===== config.mk =====
export PLATFORM = sky130hd
export DESIGN_NAME = rbc_top
export DESIGN_NICKNAME = d
export VERILOG_FILES = /design/src/shared/rbc_pkg.sv /design/src/hw/rbc_top.sv
export SDC_FILE = /design/constraint.sdc
export NUM_CORES = 1
export LEC_CHECK = 0
export ABC_AREA = 1
export BUFFER_PORTS_ARGS = -buffer_cell sky130_fd_sc_hd__clkbuf_2
export CORE_UTILIZATION = 58
export CTS_BUF_LIST = sky130_fd_sc_hd__clkbuf_8
export DETAILED_ROUTE_END_ITERATION = 8
export GPL_ROUTABILITY_DRIVEN = 0
export GPL_TIMING_DRIVEN = 0
export PLACE_DENSITY = 0.9
export SYNTH_ARGS = -nofsm -noshare
export SYNTH_HDL_FRONTEND = slang
export SYNTH_SLANG_ARGS = --single-unit

===== constraint.sdc =====
create_clock -name sys_clk_i -period 2.1 [get_ports sys_clk_i]
set_clock_uncertainty 0.05 [all_clocks]
set_input_delay 0.315 -clock sys_clk_i [delete_from_list [all_inputs] [get_ports sys_clk_i]]
set_output_delay 0.315 -clock sys_clk_i [all_outputs]
set_load 0.005 [all_outputs]

===== src/shared/rbc_pkg.sv =====
// Purpose: constants and types of the reset and brownout control block
// Assumes: 40 MHz system clock, Avalon-MM register slave
// Notes: delays run on the system clock, figures given in ns
//
// Overview of operation
// power-on reset clears the program counter to zero
// low external reset line gives a normal-operation reset until high
// power-on reset presets port data and direction to all ones
// external reset line acts as reset only when option selects it
// after line release wait the pin release delay; hold while low
// every reset returns the program counter to zero
// supply low longer than qualify time resets and sets dip flag
// supply dips no longer than qualify time are ignored
// decode threshold codes 66, 55, 33, 99 and f0 as disable
// any other code resets after bad-setting delay and sets its flag
// bad-setting reset restores threshold register to power-on value
// threshold register powers up holding 66
// supply dip reset leaves the threshold register unchanged
// dip detection is forced off in idle or sleep modes; the code forces it off with sleep_i only
// watchdog overflow resets the microcontroller
// cause flags set by hardware only, cleared by software zero only
// power-on clears timeout and powerdown flags; watchdog sets timeout
// external line and comparator synchronised before qualification
package rbc_pkg;
   localparam int ADDR_W = 5;
   // register byte offsets
   localparam logic [4:0] OFS_THR = 5'h00;
   localparam logic [4:0] OFS_CAUSE = 5'h04;
   localparam logic [4:0] OFS_ISTAT = 5'h08;
   localparam logic [4:0] OFS_IMASK = 5'h0c;
   localparam logic [4:0] OFS_CTRL = 5'h10;
   localparam logic [4:0] OFS_FLAGS = 5'h14;
   // cause register bits
   localparam int BIT_BAD = 1;
   localparam int BIT_DIP = 2;
   // interrupt status bits
   localparam int EV_PIN = 0;
   localparam int EV_DIP = 1;
   localparam int EV_BAD = 2;
   localparam int EV_WDT = 3;
   // flags register bits
   localparam int BIT_PWRDN = 0;
   localparam int BIT_TMO = 1;
   // threshold codes
   localparam logic [7:0] THR_1V9 = 8'h66;
   localparam logic [7:0] THR_2V1 = 8'h55;
   localparam logic [7:0] THR_3V15 = 8'h33;
   localparam logic [7:0] THR_4V2 = 8'h99;
   localparam logic [7:0] THR_OFF = 8'hf0;
   localparam logic [7:0] THR_RST = THR_1V9;
   localparam logic PIN_EN_RST = 1'b1;
   // timing
   localparam int CLK_NS = 25;
   localparam int QUAL_NS = 60000;
   localparam int BAD_NS = 100000;
   localparam int RELEASE_NS = 1000000;
   localparam int QUAL_CYC = (QUAL_NS + CLK_NS - 1) / CLK_NS;
   localparam int BAD_CYC = (BAD_NS + CLK_NS - 1) / CLK_NS;
   localparam int RELEASE_CYC = (RELEASE_NS + CLK_NS - 1) / CLK_NS;
   typedef enum logic [1:0] {ST_RUN, ST_HOLD, ST_DELAY} rbc_state_e;
endpackage : rbc_pkg


===== src/hw/rbc_top.sv =====
// Purpose: combine reset sources into core reset, keep cause flags
// Assumes: inputs synchronous enough to pass a two-stage synchroniser
// Notes: power-on reset is rstn_i itself
`timescale 1ns/10ps
module rbc_top #(
   parameter int QUAL_CYC = rbc_pkg::QUAL_CYC,
   parameter int BAD_CYC = rbc_pkg::BAD_CYC,
   parameter int RELEASE_CYC = rbc_pkg::RELEASE_CYC
) (
   input wire logic sys_clk_i,
   input wire logic rstn_i,
   input wire logic [rbc_pkg::ADDR_W-1:0] avs_address_i,
   input wire logic avs_read_i,
   input wire logic avs_write_i,
   input wire logic [31:0] avs_writedata_i,
   input wire logic [3:0] avs_byteenable_i,
   output logic [31:0] avs_readdata_o,
   output logic avs_waitrequest_o,
   input wire logic ext_reset_line_i,
   input wire logic dip_below_i,
   input wire logic sleep_i,
   input wire logic halt_i,
   input wire logic clr_wdt_i,
   input wire logic wdt_ovf_i,
   output logic core_rst_o,
   output logic pc_rst_o,
   output logic port_preset_o,
   output logic pin_is_io_o,
   output logic [7:0] thr_sel_o,
   output logic irq_o
);
   import rbc_pkg::*;

   typedef struct packed {
      logic wreq;
      logic [7:0] rdata;
      logic [7:0] thr;
      logic dip_flag;
      logic bad_flag;
      logic tmo;
      logic pwrdn;
      logic [3:0] ist;
      logic [3:0] imask;
      logic pin_en;
      logic pin_s1;
      logic pin_s2;
      logic dip_s1;
      logic dip_s2;
      logic [15:0] qcnt;
      logic [15:0] bcnt;
      logic [15:0] dcnt;
      rbc_state_e st;
      logic full;
      logic core_rst;
      logic pc_rst;
      logic port_pre;
      logic pin_io;
      logic irq;
   } rbc_regs_s;

   // power-on: sequencer in release delay, full reset, port preset
   localparam rbc_regs_s RST_V = '{
      wreq: 1'b1, thr: THR_RST, pin_en: PIN_EN_RST,
      pin_s1: 1'b1, pin_s2: 1'b1, st: ST_DELAY, full: 1'b1,
      core_rst: 1'b1, pc_rst: 1'b1, port_pre: 1'b1,
      pin_io: ~PIN_EN_RST, default: '0};

   rbc_regs_s r;
   rbc_regs_s n;
   logic req;
   logic acc;
   logic wr0;
   logic pin_low;
   logic lv_en;
   logic dip_act;
   logic bad_act;
   logic wdt_ev;
   logic dip_ev;

   function automatic logic thr_known(input logic [7:0] c);
      return c inside {THR_1V9, THR_2V1, THR_3V15, THR_4V2, THR_OFF};
   endfunction : thr_known

   ////////////////////////////////////////////////////////////////////////
   // next-state logic
   always_comb begin
      n = r;
      // bus: one wait state, answer at the second edge
      req = avs_read_i | avs_write_i;
      acc = req & ~r.wreq;
      wr0 = acc & avs_write_i & avs_byteenable_i[0];
      n.wreq = ~(req & r.wreq);
      if (req & r.wreq & avs_read_i) begin
         unique case (avs_address_i)
            OFS_THR: n.rdata = r.thr;
            OFS_CAUSE: n.rdata = {5'h00, r.dip_flag, r.bad_flag, 1'b0};
            OFS_ISTAT: n.rdata = {4'h0, r.ist};
            OFS_IMASK: n.rdata = {4'h0, r.imask};
            OFS_CTRL: n.rdata = {7'h00, r.pin_en};
            OFS_FLAGS: n.rdata = {6'h00, r.tmo, r.pwrdn};
            default: n.rdata = 8'h00; // unmapped reads zero
         endcase
      end

      // software writes first, so hardware sets below win
      if (wr0) begin
         unique case (avs_address_i)
            OFS_THR: n.thr = avs_writedata_i[7:0];
            OFS_CAUSE: begin
               // write zero clears, write one leaves alone
               n.dip_flag = r.dip_flag & avs_writedata_i[BIT_DIP];
               n.bad_flag = r.bad_flag & avs_writedata_i[BIT_BAD];
            end
            OFS_ISTAT: n.ist = r.ist & ~avs_writedata_i[3:0];
            OFS_IMASK: n.imask = avs_writedata_i[3:0];
            OFS_CTRL: n.pin_en = avs_writedata_i[0];
            default: ;
         endcase
      end

      // two-stage synchronisers; stage one feeds stage two only
      n.pin_s1 = ext_reset_line_i;
      n.pin_s2 = r.pin_s1;
      n.dip_s1 = dip_below_i;
      n.dip_s2 = r.dip_s1;

      // pin counts only when the option picks reset function
      pin_low = r.pin_en & ~r.pin_s2;

      // detection off in sleep, for disable and undefined codes
      lv_en = ~sleep_i & thr_known(r.thr) & (r.thr != THR_OFF);
      if (lv_en & r.dip_s2) begin
         if (r.qcnt != 16'(QUAL_CYC)) begin
            n.qcnt = r.qcnt + 16'h0001;
         end
      end else begin
         n.qcnt = 16'h0000;
      end
      dip_act = lv_en & r.dip_s2 & (r.qcnt == 16'(QUAL_CYC));
      dip_ev = dip_act & (r.st != ST_HOLD);

      // an undefined code, noise or software, must persist to reset
      if (!thr_known(r.thr)) begin
         if (r.bcnt != 16'(BAD_CYC)) begin
            n.bcnt = r.bcnt + 16'h0001;
         end
      end else begin
         n.bcnt = 16'h0000;
      end
      bad_act = r.bcnt == 16'(BAD_CYC);
      wdt_ev = wdt_ovf_i & (r.st == ST_RUN);

      // powerdown and timeout flags; set wins over the clear
      if (clr_wdt_i) begin
         n.pwrdn = 1'b0;
         n.tmo = 1'b0;
      end
      if (halt_i) begin
         n.pwrdn = 1'b1;
      end

      // reset sequencer
      if (r.st != ST_DELAY) begin
         n.dcnt = 16'h0000;
      end
      unique case (r.st)
         ST_RUN: begin
            if (pin_low | dip_act) begin
               n.st = ST_HOLD;
               n.full = 1'b1;
               n.ist[EV_PIN] = r.ist[EV_PIN] | pin_low;
            end else if (bad_act) begin
               n.st = ST_DELAY;
               n.full = 1'b1;
               n.bad_flag = 1'b1;
               n.ist[EV_BAD] = 1'b1;
               n.thr = THR_RST;
            end else if (wdt_ev) begin
               n.st = ST_DELAY;
               // in sleep core and program counter reset, no port preset
               n.full = ~sleep_i;
               n.tmo = 1'b1;
               n.ist[EV_WDT] = 1'b1;
            end
         end
         ST_HOLD: begin
            // no activity while the line is low or supply stays low
            if (!(pin_low | dip_act)) begin
               n.st = ST_DELAY;
            end
         end
         ST_DELAY: begin
            if (pin_low | dip_act) begin
               n.st = ST_HOLD;
            end else if (r.dcnt == 16'(RELEASE_CYC - 1)) begin
               n.st = ST_RUN;
            end else begin
               n.dcnt = r.dcnt + 16'h0001;
            end
         end
      endcase
      // dip reset flags the cause but keeps the threshold code
      if (dip_ev) begin
         n.dip_flag = 1'b1;
         n.ist[EV_DIP] = 1'b1;
      end

      // outputs registered from the next state
      n.core_rst = n.st != ST_RUN;
      n.pc_rst = n.st != ST_RUN;
      n.port_pre = n.full & (n.st != ST_RUN);
      n.pin_io = ~n.pin_en;
      n.irq = |(n.ist & n.imask);
   end

   ////////////////////////////////////////////////////////////////////////
   // state register; power-on values are constants only
   always_ff @(posedge sys_clk_i or negedge rstn_i) begin
      if (!rstn_i) begin
         r <= RST_V;
      end else begin
         r <= n;
      end
   end

   // outputs straight from flip-flops
   assign avs_readdata_o = {24'h000000, r.rdata};
   assign avs_waitrequest_o = r.wreq;
   assign core_rst_o = r.core_rst;
   assign pc_rst_o = r.pc_rst;
   assign port_preset_o = r.port_pre;
   assign pin_is_io_o = r.pin_io;
   assign thr_sel_o = r.thr;
   assign irq_o = r.irq;
endmodule : rbc_top


Word-level counts from Yosys, hierarchy flattened. Index checks and enable logic that the tools add are counted.

Bits in registers: 89. Output and inout bits: 46. Word-level logic and storage cells: 126. Input bits: 51.

Mux-type cells: 43. Bitwise logic cells: 26. Add/sub/neg operators: 3. Reductions and logical operators: 10. Equal/unequal tests: 21.

Operator list (count): $mux 16 (8); $add 16x1->16 const B (3); $pmux 8 s6 (1); $eq 16x12->1 const B (2); $mux 8 (4); $ne 16x12->1 const B (2); $mux 2 (9); $eq 16x16->1 const B (1); $eq 8x7->1 const B (2); $eq 8x8->1 const B (2); $and 1x1->1 (15); $mux 1 (13); $eq 5x4->1 const B (2); $eq 5x5->1 const B (2); $mux 10 (1); $reduce_bool 2->1 (5); $mux 3 (3); $mux 9 (1); $and 4x4->4 (2); $eq 8x6->1 const B (1); $mux 4 (2); $ne 8x8->1 const B (1); $pmux 2 s3 (1); $eq 5x3->1 const B (1); other kinds (12) (19).

Logic depth before layout (Yosys ltp).
Depth after elaboration: 11. Mapped depth: 13. Gate-level depth less buffers: 13.

Worst setup path after synthesis. OpenSTA, ideal clock, no wires.

Kind: register to register. Start point: reg r (netlist bit thr_sel_o[5]). End point: reg r[18] in the netlist's numbering. Path slack: 0.337 ns. Buffers on the path: 1. Data required time: 1.906 ns. Library setup time: 0.144 ns. Data arrival time: 1.569 ns. Period minus slack after synthesis: 1.763 ns. Cell stages (with the launch flop): 13. Path through: dfstp_2 > nand2_1 > clkinv_1 > nand2_2 > nor2_4 > nor2_4 > nand3_4 > nand3_4 > nand2_8 > inv_4 > buf_6 > nand2_1 > a21oi_2.

RTL lines: from (decl) (RTL line rbc_top.sv:68) `rbc_regs_s r;`; from (signal assigned) (RTL line rbc_top.sv:222) `r <= n;`.

==> results by group <==
Outcome
  – Outcome: complete, but fails checks
  – Failing checks: design-rule violations

Die
  – Starting Density: 60.5%
  – Rows: 34
  – Core footprint: 8810 µm²
  – Die height: 97.8 µm
  – Number of top-level design ports: 97
  – Die width: 97.8 µm
  – Die Area: 9570 µm²

Synthesis
  – Async set or reset register ratio after synthesis: 100%
  – Yosys top cell by area: dfrtp_1
  – Number of synthesized register bits: 89
  – Yosys top cell area share: 36.2%
  – EDFF count, synth: 0
  – Synth warn: 0
  – Post-Syn Area per Cell: 7.77 µm²
  – Cell Area, Synth: 5320 µm²
  – Synth top area cells: dfrtp_1 36%, nand2_1 9.9%, inv_1 7.4%, dfstp_2 5.9%, buf_4 5.8%
  – Sequential area share after synthesis: 42.1%
  – Cell variety after synth: 49
  – Post-Synthesis Cells: 685
  – Primary FF master, synth: dfrtp_1

Worst setup path
  – R2R cell count: 11
  – Cell family with most CP delay: simple AND/OR/NAND/NOR gates
  – Reg2reg end: r[12]
  – Worst Path Buf+Inv: 3
  – Crit path capture type: register
  – CP max stage cell: dfstp_2
  – Reg2reg start: thr_sel_o[1]
  – Kind of critical path: register to register
  – CP Launch Type: register
  – CP Max Fanout: 10
  – Critical path required time: 2270 ps
  – Most frequent CP cell: buf_12
  – Setup crit start: thr_sel_o[1]
  – Slack of the worst reg-to-reg path: 70 ps
  – Worst path depth: 11
  – Critical Path Sink: r[12]
  – Worst Path Arrival: 2200 ps
  – Critical path, cell by cell: nor2_1 -> nand2_2 -> nor2_4 -> buf_12 -> nor3_4 -> nand3_4 -> nand2_8 -> inv_4 -> buf_12 -> o21ai_2 -> a21oi_2
  – Crit-path max cell delay: 620 ps

Routing
  – Vias per cell: 5.37
  – 1st-iter DRT viols: 260
  – DRC Markers: 24
  – Antenna Nets Post-Route: 0
  – Drt first pass iters: 7
  – Vias post-DR: 4,782
  – Average wire per standard cell: 13.1 µm
  – Final wirelength: 11,600 µm

Global route
  – Global-route wire length before repair: 19,800 µm
  – Total grt overflow: 0
  – Number of global-route vias before repair: 4,535
  – GRT Util Overall: 25.4%
  – Largest net degree at the start of global routing: 48
  – Initial antenna violation count: 0

Clock tree
  – Worst-skew pair later-pin latency: 370 ps
  – Clock root cell: clkbuf_8
  – TritonCTS clock tree: done
  – H-tree levels: 3
  – CTS sink cnt: 89
  – TritonCTS Buffers: 9
  – Clock Path Buffers: 2
  – Clock transition at path regs: 100 ps

Finish
  – Net count, final: 837
  – # diodes: 0
  – Most frequent cells in the layout: 139 x nand2_1, 104 x inv_1, 77 x dfrtp_1
  – Final Non-Filler Cells: 891
  – Area grow syn2layout: 15.7%
  – Most common cell after layout, fill and taps aside: nand2_1
  – FILL cells: 656
  – Layout cell share with drive strength beyond 1: 22.6%

STA
  – Worst Max-Slew Pin Slew: 690 ps
  – Final min period: 2030 ps
  – Final worst-path cycle share: 96.8%
  – RSZ-0062 raised after global routing: true
  – Final count of negative-setup-slack endpoints: 0
  – Final TNS setup: 0 ps
  – Final WS setup: 68.2 ps
  – Hold Fails Final Rpt: 0
  – Fmax: 0.492 GHz
  – Slew Limit Fails: 0
  – Slew Limit Headroom: 54.0%

Place
  – Post-DP HPWL: 8290 µm
  – Number of port buffers: 45
  – Post-Place Setup Slack: 118 ps
  – Cells after DPL: 862

Power and ir drop
  – P per Cell Area: 721 nW/µm²
  – VDD IR max: 0.000536 V
  – LEAKAGE: 3.02 nW

Worst hold path
  – HP Start: clr_wdt_i
  – Hold Path Class: input pin to register

Run
  – Max cap viols: 0
==> worst register-to-register path, delay by kind of cell, from the launching register on <==
kind,cells,cell delay [ps]
AOI/OAI and AO/OA,2,120
buffers and inverters,3,340
DFF,1,620
and+or+nand+nor,6,770
==> state kept, by name (all words and copies together) (netlist names) <==
name and flops:
n 2, port_preset_o 1, avs_readdata_o 8, avs_waitrequest_o 1, irq_o 1, r 66
pc_rst_o 1, thr_sel_o 8, pin_is_io_o 1
==> layer usage <==
| layer | global-route usage, % | vias up | part of all wire, % |
|---|---|---|---|
| li1 | - | 2320 | - |
| met1 | 32.1 | 2243 | 41 |
| met2 | 43.7 | 189 | 50 |
| met3 | 4.80 | 30 | 6.4 |
| met4 | 9.21 | 0 | 2.2 |
| met5 | 0 | - | 0 |
==> final cells by class <==
cell class / count / area, µm² / area share [%]
Inverter: 108 / 408 / 6.62
Tap cell: 108 / 135 / 2.19
Timing Repair Buffer: 59 / 385 / 6.26
Buffer: 51 / 379 / 6.16
Clock buffer: 10 / 138 / 2.23
Clock inverter: 6 / 48.8 / 0.792
Multi-Input combinational cell: 460 / 2420 / 39.3
Sequential cell: 89 / 2240 / 36.4
==> worst min-delay path by stage <==
stage / end / slack, ps / cells after the start
6_report: r[69] / 60 / 2
5_1_grt: r[69] / 60 / 2
4_1_cts: r[69] / 70 / 2
3_5_place_dp: r[56] / 290 / 0
3_3_place_gp: r[56] / 280 / 0
2_1_floorplan: avs_readdata_o[0] / -30 / 0
==> cells by family after synthesis <==
family	synth area share [%]
flip-flops	42.1
AO/OA/AOI/OAI	10.7
AND/OR/NAND/NOR	29.0
other	0.0704
adder cells (fa/ha/maj)	1.88
XOR/XNOR	1.65
buffers and inverters	14.6
==> per-stage QoR <==
step	hold slack, ps	instance area, µm²	util, %	total power (W)
2_1_floorplan	-30.6	5410	-	0.00283
3_3_place_gp	284	5770	65.5	0.00312
3_5_place_dp	287	5800	65.9	0.00318
4_1_cts	68.6	6020	68.3	0.00432
5_1_grt	60.1	6160	69.9	0.00472
6_report	64.3	6160	69.9	0.00444
==> cells in the mapped netlist (2+ instances only) <==
library cell,n
nand2_1,141
inv_1,105
dfrtp_1,77
nor2_1,65
buf_4,41
nand3_1,40
o21ai_0,33
nor3_1,31
a21oi_1,24
nand4_1,16
dfstp_2,12
a21oi_2,11
ha_1,8
nand2_2,8
xor2_1,7
buf_2,5
nand3_2,5
o211ai_1,5
a211oi_1,4
nor3b_1,4
o21a_1,4
o21bai_1,4
xnor2_1,3
clkbuf_1,2
nand3_4,2
nor2_4,2
nor3_4,2
o21ai_1,2
o31ai_1,2
==> report_power, final <==
group / switching, W / internal, W
Sequential: 0.000120 / 0.00190
Combinational: 0.000782 / 0.000515
Clock: 0.000650 / 0.000475
Total: 0.00155 / 0.00289
==> repair_timing <==
item	4_1_cts	5_1_grt
endpoints found under the hold margin	40	0
endpoints found under the setup margin	0	16
setup buffers	0	10
resized for setup	0	10
hold buffers	3	0
Power figures use the tool's default switching activity.
